**src/hw/ctrb_pkg.sv**
```systemverilog
`default_nettype none
package ctrb_pkg;

  // Register port geometry
  localparam int          CTRB_ADDR_W   = 12;
  localparam int          CTRB_DATA_W   = 16;
  localparam int          CTRB_TIME_W   = 8;
  localparam int          CTRB_OFS_W    = 12;

  // Register offsets
  localparam logic [11:0] CTRB_OFS_TIME_B_SGL_B = 12'h31B;
  localparam logic [11:0] CTRB_OFS_OFS_A_DUAL_A = 12'h344;
  localparam logic [11:0] CTRB_OFS_OFS_A_DUAL_B = 12'h346;
  localparam logic [11:0] CTRB_OFS_OFS_A_SGL_A  = 12'h348;
  localparam logic [11:0] CTRB_OFS_OFS_A_SGL_B  = 12'h34A;

  // Field layout of the offset trims
  localparam int          CTRB_OFS_FIELD_MSB = 11;
  localparam int          CTRB_RSV_LSB       = 12;
  localparam int          CTRB_RSV_MSB       = 15;

  // Values after reset, before the fuse load
  localparam logic [7:0]  CTRB_RST_TIME = 8'h00;
  localparam logic [15:0] CTRB_RST_OFS  = 16'h0000;
  localparam logic [15:0] CTRB_RD_NONE  = 16'h0000;

  // Load sequencing
  typedef enum logic {
    st_load,
    st_run
  } ctrb_state_t;

endpackage
`default_nettype wire

```
**src/hw/ctrb_top.sv**
```systemverilog
// Functional notes
// - Core B time trim 0x31B: single mode, calibration on, input B.
// - Core A offset 0x344: dual mode, input A, calibration on.
// - Core A offset 0x346: dual mode, input B, 0-degree phase, calibration on.
// - Core A offset 0x348: single mode, input A, calibration on.
// - Core A offset 0x34A: input B, 90-degree phase, calibration on.
// - Offset bits 15:12 are writable, reset to zero, never applied.
// - After power-up every trim is loaded from the fuse defaults.
// - Timing trims read back, may be overwritten, and move the sample.
//
// The plain strobed port is this design's own decision.
`default_nettype none
module ctrb_top
  import ctrb_pkg::*;
(
  // Clock and reset
  input  wire logic                   i_clk,
  input  wire logic                   i_reset,
  // Register port
  input  wire logic [CTRB_ADDR_W-1:0] i_addr,
  input  wire logic [CTRB_DATA_W-1:0] i_wdata,
  input  wire logic                   i_write,
  input  wire logic                   i_read,
  output logic      [CTRB_DATA_W-1:0] o_rdata,
  // Fuse defaults
  input  wire logic                   i_fuse_valid,
  input  wire logic [CTRB_TIME_W-1:0] i_fuse_time_b_sgl_b,
  input  wire logic [CTRB_DATA_W-1:0] i_fuse_ofs_a_dual_a,
  input  wire logic [CTRB_DATA_W-1:0] i_fuse_ofs_a_dual_b,
  input  wire logic [CTRB_DATA_W-1:0] i_fuse_ofs_a_sgl_a,
  input  wire logic [CTRB_DATA_W-1:0] i_fuse_ofs_a_sgl_b,
  // Converter mode
  input  wire logic                   i_fg_cal_en,
  input  wire logic                   i_single_mode,
  input  wire logic                   i_second_analog_input,
  input  wire logic                   i_phase_90,
  // Applied trims
  output logic      [CTRB_TIME_W-1:0] o_time_trim,
  output logic                        o_time_trim_en,
  output logic      [CTRB_OFS_W-1:0]  o_offset_trim,
  output logic                        o_offset_trim_en,
  output logic                        o_loaded
);

  ctrb_state_t                state;
  logic [CTRB_TIME_W-1:0]     core_b_single_input_b_time_trim;
  logic [CTRB_DATA_W-1:0]     core_a_dual_input_a_offset_trim;
  logic [CTRB_DATA_W-1:0]     core_a_dual_input_b_offset_trim;
  logic [CTRB_DATA_W-1:0]     core_a_single_input_a_offset_trim;
  logic [CTRB_DATA_W-1:0]     core_a_single_input_b_offset_trim;

  wire                        running;
  wire                        wr_ok;
  wire                        hit_time;
  wire                        hit_dual_a;
  wire                        hit_dual_b;
  wire                        hit_sgl_a;
  wire                        hit_sgl_b;
  wire                        sel_time;
  wire                        sel_dual_a;
  wire                        sel_dual_b;
  wire                        sel_sgl_a;
  wire                        sel_sgl_b;
  wire                        sel_any_ofs;
  wire [CTRB_DATA_W-1:0]      rd_mux;
  wire [CTRB_DATA_W-1:0]      ofs_mux;

  // Writes wait for the fuse load so defaults never clobber software values
  assign running    = (state == st_run);
  assign wr_ok      = i_write & running;
  assign hit_time   = (i_addr == CTRB_OFS_TIME_B_SGL_B);
  assign hit_dual_a = (i_addr == CTRB_OFS_OFS_A_DUAL_A);
  assign hit_dual_b = (i_addr == CTRB_OFS_OFS_A_DUAL_B);
  assign hit_sgl_a  = (i_addr == CTRB_OFS_OFS_A_SGL_A);
  assign hit_sgl_b  = (i_addr == CTRB_OFS_OFS_A_SGL_B);

  assign sel_time   = running & i_fg_cal_en & i_single_mode
                      & i_second_analog_input;
  assign sel_dual_a = running & i_fg_cal_en & ~i_single_mode
                      & ~i_second_analog_input;
  // dual input B, phase 90 takes precedence
  assign sel_dual_b = running & i_fg_cal_en & ~i_single_mode
                      & i_second_analog_input & ~i_phase_90;
  assign sel_sgl_a  = running & i_fg_cal_en & i_single_mode
                      & ~i_second_analog_input;
  assign sel_sgl_b  = running & i_fg_cal_en & i_second_analog_input
                      & i_phase_90;
  assign sel_any_ofs = sel_dual_a | sel_dual_b | sel_sgl_a | sel_sgl_b;

  assign ofs_mux = sel_dual_a ? core_a_dual_input_a_offset_trim   :
                   sel_dual_b ? core_a_dual_input_b_offset_trim   :
                   sel_sgl_a  ? core_a_single_input_a_offset_trim :
                   sel_sgl_b  ? core_a_single_input_b_offset_trim :
                                CTRB_RST_OFS;

  // plain read back, unmapped reads zero
  assign rd_mux = hit_time   ? {8'h00, core_b_single_input_b_time_trim} :
                  hit_dual_a ? core_a_dual_input_a_offset_trim   :
                  hit_dual_b ? core_a_dual_input_b_offset_trim   :
                  hit_sgl_a  ? core_a_single_input_a_offset_trim :
                  hit_sgl_b  ? core_a_single_input_b_offset_trim :
                               CTRB_RD_NONE;

  always_ff @(posedge i_clk or posedge i_reset) begin
    if (i_reset) begin
      state <= st_load;
    end else if (i_fuse_valid) begin
      state <= st_run;
    end
  end

  always_ff @(posedge i_clk or posedge i_reset) begin
    if (i_reset) begin
      core_b_single_input_b_time_trim <= CTRB_RST_TIME;
    end else if (!running && i_fuse_valid) begin
      core_b_single_input_b_time_trim <= i_fuse_time_b_sgl_b;
    end else if (wr_ok && hit_time) begin
      core_b_single_input_b_time_trim <= i_wdata[CTRB_TIME_W-1:0];
    end
  end

  // full 16 bits stored, reserved nibble included
  always_ff @(posedge i_clk or posedge i_reset) begin
    if (i_reset) begin
      core_a_dual_input_a_offset_trim   <= CTRB_RST_OFS;
      core_a_dual_input_b_offset_trim   <= CTRB_RST_OFS;
      core_a_single_input_a_offset_trim <= CTRB_RST_OFS;
      core_a_single_input_b_offset_trim <= CTRB_RST_OFS;
    end else if (!running && i_fuse_valid) begin
      core_a_dual_input_a_offset_trim   <= i_fuse_ofs_a_dual_a;
      core_a_dual_input_b_offset_trim   <= i_fuse_ofs_a_dual_b;
      core_a_single_input_a_offset_trim <= i_fuse_ofs_a_sgl_a;
      core_a_single_input_b_offset_trim <= i_fuse_ofs_a_sgl_b;
    end else if (wr_ok) begin
      if (hit_dual_a) begin
        core_a_dual_input_a_offset_trim <= i_wdata;
      end
      if (hit_dual_b) begin
        core_a_dual_input_b_offset_trim <= i_wdata;
      end
      if (hit_sgl_a) begin
        core_a_single_input_a_offset_trim <= i_wdata;
      end
      if (hit_sgl_b) begin
        core_a_single_input_b_offset_trim <= i_wdata;
      end
    end
  end

  // Read data valid only in the cycle after the strobe
  always_ff @(posedge i_clk or posedge i_reset) begin
    if (i_reset) begin
      o_rdata <= CTRB_RD_NONE;
    end else begin
      o_rdata <= i_read ? rd_mux : CTRB_RD_NONE;
    end
  end

  // only bits 11:0 reach the converter
  always_ff @(posedge i_clk or posedge i_reset) begin
    if (i_reset) begin
      o_time_trim      <= CTRB_RST_TIME;
      o_time_trim_en   <= 1'b0;
      o_offset_trim    <= CTRB_RST_OFS[CTRB_OFS_FIELD_MSB:0];
      o_offset_trim_en <= 1'b0;
      o_loaded         <= 1'b0;
    end else begin
      o_time_trim      <= core_b_single_input_b_time_trim;
      o_time_trim_en   <= sel_time;
      o_offset_trim    <= ofs_mux[CTRB_OFS_FIELD_MSB:0];
      o_offset_trim_en <= sel_any_ofs;
      o_loaded         <= running;
    end
  end
endmodule
`default_nettype wire

```
**config.mk**
```make
export PLATFORM = sky130hd
export DESIGN_NAME = ctrb_top
export DESIGN_NICKNAME = d
export VERILOG_FILES = /design/src/hw/ctrb_pkg.sv /design/src/hw/ctrb_top.sv
export SDC_FILE = /design/constraint.sdc
export NUM_CORES = 1
export LEC_CHECK = 0
export ABC_AREA = 1
export BUFFER_PORTS_ARGS = -buffer_cell sky130_fd_sc_hd__buf_2
export CORE_MARGIN = 2
export CORE_UTILIZATION = 45
export CTS_BUF_LIST = sky130_fd_sc_hd__clkbuf_4 sky130_fd_sc_hd__clkbuf_8
export CTS_CLUSTER_DIAMETER = 120
export DETAILED_ROUTE_END_ITERATION = 10
export PLACE_DENSITY = 0.72
export SLEW_MARGIN = 20
export SYNTH_ARGS = -nofsm -noshare
export SYNTH_HDL_FRONTEND = slang
export SYNTH_SLANG_ARGS = --single-unit
```
**constraint.sdc**
```tcl
create_clock -name i_clk -period 4.13 [get_ports i_clk]
set_clock_uncertainty 0.15 [all_clocks]
set_input_delay 0.826 -clock i_clk [delete_from_list [all_inputs] [get_ports i_clk]]
set_output_delay 0.826 -clock i_clk [all_outputs]
set_load 0.05 [all_outputs]
```
==> impl_results.md <==
- Status: completed
- CTS tree: yes
- Die ar.: 13700 sq um
- All-layer global routing usage: 25.8%
- Filler-free cell count of the finished design: 1052
- Worst path slowest cell: nor2_8
- CTS buffer count: 9
- Initial Utilization: 45.8%
- Synth top area cells: dfrtp_1, nand2_1, o21ai_0
- Placed cell count: 1036
- CTS Hold Bufs: 0
- Library cells used by synthesis: 31
- Post-synthesis register bit count: 112
- Pin count of the biggest net entering global routing: 71
- Final hold violations: 0
- Worst VDD drop: 0.145 mV
- Clk_lat worst skew: 0.39 ns
- Vias per Instance: 5.26
- CP arrival: 2.93 ns
- Yosys warning total: 0
- Post-CTS Setup Inserts: 0
- Reg power frac: 55.1%
- P_int: 1620 uW
- Final Cycle Share: 68.2%
- R2R Path End: core_a_dual_input_a_offset_trim[14]
- H-tree levels: 3
- P_sw: 706 uW
- Largest family of logic cells by synthesized area: simple AND/OR/NAND/NOR gates
- Initial antenna violation count: 0
- Vias in the first global route: 5358
- Number of flops mapped to enable cells by yosys: 0
- Worst-path maximum fanout: 44
- CTS root buf: clkbuf_8
- First-pass GRT wire length: 26900 microns
- CP most frequent cell: nand2_1
- Xor/xnor cell area share of the yosys netlist: 0%
- Crit path from: i_addr[11]
- Diodes inserted: 0
- Clk sinks: 112
- Pins over their slew limit: 0
- Sw Share: 30.3%
- PD cells: 343 nW/um^2
- Syn Nets: 852
- Die height: 117 microns
- Relative slew slack: 35.8%
- Max Used Layer: met4
- Post-synthesis mux area share: 0%
- Commonest non-fill, non-tap cell in the layout: nand2_1
- Fmax achieved: 0.355 GHz
- Yosys top cell area share: 48.9%
- Synth Area in Compound Gates: 12.0%
- Post-cts sizing count: 0
- Deepest clock path buffer count: 2
- Main synth FF type: dfrtp_1
- Final #Nets: 984
- Crit path time final: 2.82 ns
- Total negative slack: 0 ns
- Comb pwr share: 15.6%
- Routability cong.: 0.875
- Min-Delay Path Class: register to register
- Routed vias: 5536
- Layout cells sized above 1: 22.3%
- Synth area leader: dfrtp_1
- Die X: 117 microns
- CP max stage delay: 0.54 ns
- Hold path endpoint: o_time_trim[4]
- Hold path startpoint: core_b_single_input_b_time_trim[4]
- Slew @ Worst Pin: 0.958 ns
- Hold Path Depth: 0
- Worst setup path class: input pin to register
- Met1 wire length: 7300 microns
- Crit. End Element: register
- Post-Synth Simple-Gate Area: 31.2%
- ANT nets after route: 0
- Worst-path clk slew: 0.10 ns
- DRC Markers: 0
- WL met3: 1220 microns
- CP Launch Type: input pin
- Max-cap violations: 0
- Synthesized area: 5730 sq um
- Post-DP HPWL: 12000 microns
- Synthesized instance count: 743
- DRT iter0 DRCs: 386
- Adder-cell area share of the yosys netlist: 0%
- Final setup viols: 0
- Area growth, synth to finish: 18.4%
- IO Port Bufs: 147
- CP cell instances: buf_2 -> nor2_1 -> nand2_1 -> nor2_8 -> nand3_4 -> nor2_4 -> nor2_2 -> nand2_1 -> nand3_1
- RSZ-0062 raised after global routing: false
- Fill count: 1235
- FFs w/ async S/R, synth: 100%
- First-pass DRT Iterations: 5
- Leakage: 0.00355 uW
- Worst path bufs/invs: 1
- Avg Synthesized Cell Area: 7.72 sq um
- Most frequent cells in the layout: nand2_1, buf_2, dfrtp_1
- Sequential area share after synthesis: 48.9%
- CP required: 4.25 ns
- Clock share of power: 29.3%
- Met2 WL: 7760 microns
- Reg-to-reg startpoint: running
- Top Family by Delay on Critical Path: simple AND/OR/NAND/NOR gates
- Total wire length: 16800 microns
- Row cnt: 41
- Core Box Area: 12500 sq um
- Register-to-Register Path Depth: 6
- Routed wire per std cell: 16.0 microns
- Ports: 148
- R2r setup slk: 1.76 ns
- Grt ovf: 0
[per-stage QoR]
step	power (uW)	utilization, %	hold slack, ns	cell area (sq um)	setup slack [ns]
final	2330	54.2	0.267	6790	1.31
after global routing	2430	54.2	0.275	6790	1.09
after CTS	2330	54.2	0.266	6790	1.32
after detailed placement	1660	52.6	0.242	6580	0.916
after global placement	1650	52.6	0.242	6580	1.02
after floorplan	1510	-	0.219	5730	0.195
[worst max-delay path by stage]
| stage | endpoint | slack, ns | cells after the start |
|---|---|---|---|
| detailed placement | core_a_dual_input_a_offset_trim[4] | 0.92 | 9 |
| global route | core_a_dual_input_a_offset_trim[0] | 1.09 | 9 |
| finish | core_a_dual_input_a_offset_trim[14] | 1.31 | 9 |
| floorplan | core_a_dual_input_a_offset_trim[0] | 0.19 | 1 |
| CTS | core_a_dual_input_a_offset_trim[4] | 1.32 | 9 |
| global placement | core_a_dual_input_a_offset_trim[4] | 1.02 | 9 |
[cell usage after synthesis, types with 8 or more instances]
cell type,n
nand3_1,70
clkbuf_1,12
nand2_1,279
o2111ai_1,11
o21ai_0,71
dfrtp_1,112
nor2_1,23
o211ai_1,9
a21oi_1,8
buf_2,12
a22oi_1,9
inv_1,70
nand4_1,16
[cell families after synthesis]
logic type	Yosys count
compound gates	115
simple gates	410
buf+inv	106
flops	112
[layout make-up]
type                            count  area (sq um)  share of cell area [%]
Clock buffer                       10           138                    2.03
Clock inverter                      6          67.6                   0.995
Inverter                           72           274                    4.04
Multi-Input combinational cell    525          2480                    36.6
Sequential cell                   112          2800                    41.3
Tap cell                          172           215                    3.17
Timing Repair Buffer              155           808                    11.9
[metal layers]
metal  GRT usage, %  vias up
met5              0        -
met4           12.2        0
met3           4.12       41
met2           41.3      253
met1           34.7     2563
li1               -     2679
[registers in the layout (all words and copies together) (netlist names)]
name,cells
core_a_dual_input_a_offset_trim,16
core_a_dual_input_b_offset_trim,16
core_a_single_input_a_offset_trim,16
core_a_single_input_b_offset_trim,16
core_b_single_input_b_time_trim,8
o_loaded,1
o_offset_trim,12
o_offset_trim_en,1
o_rdata,16
o_time_trim,8
o_time_trim_en,1
running,1
[power by group through the flow]
stage / combinational (uW) / clock [uW] / sequential [uW]
after floorplan: 150 / 0 / 1360
after global placement: 354 / 0 / 1300
after detailed placement: 362 / 0 / 1300
after CTS: 363 / 691 / 1280
after global routing: 406 / 729 / 1290
final: 363 / 683 / 1280
Power figures use the tool's default switching activity.
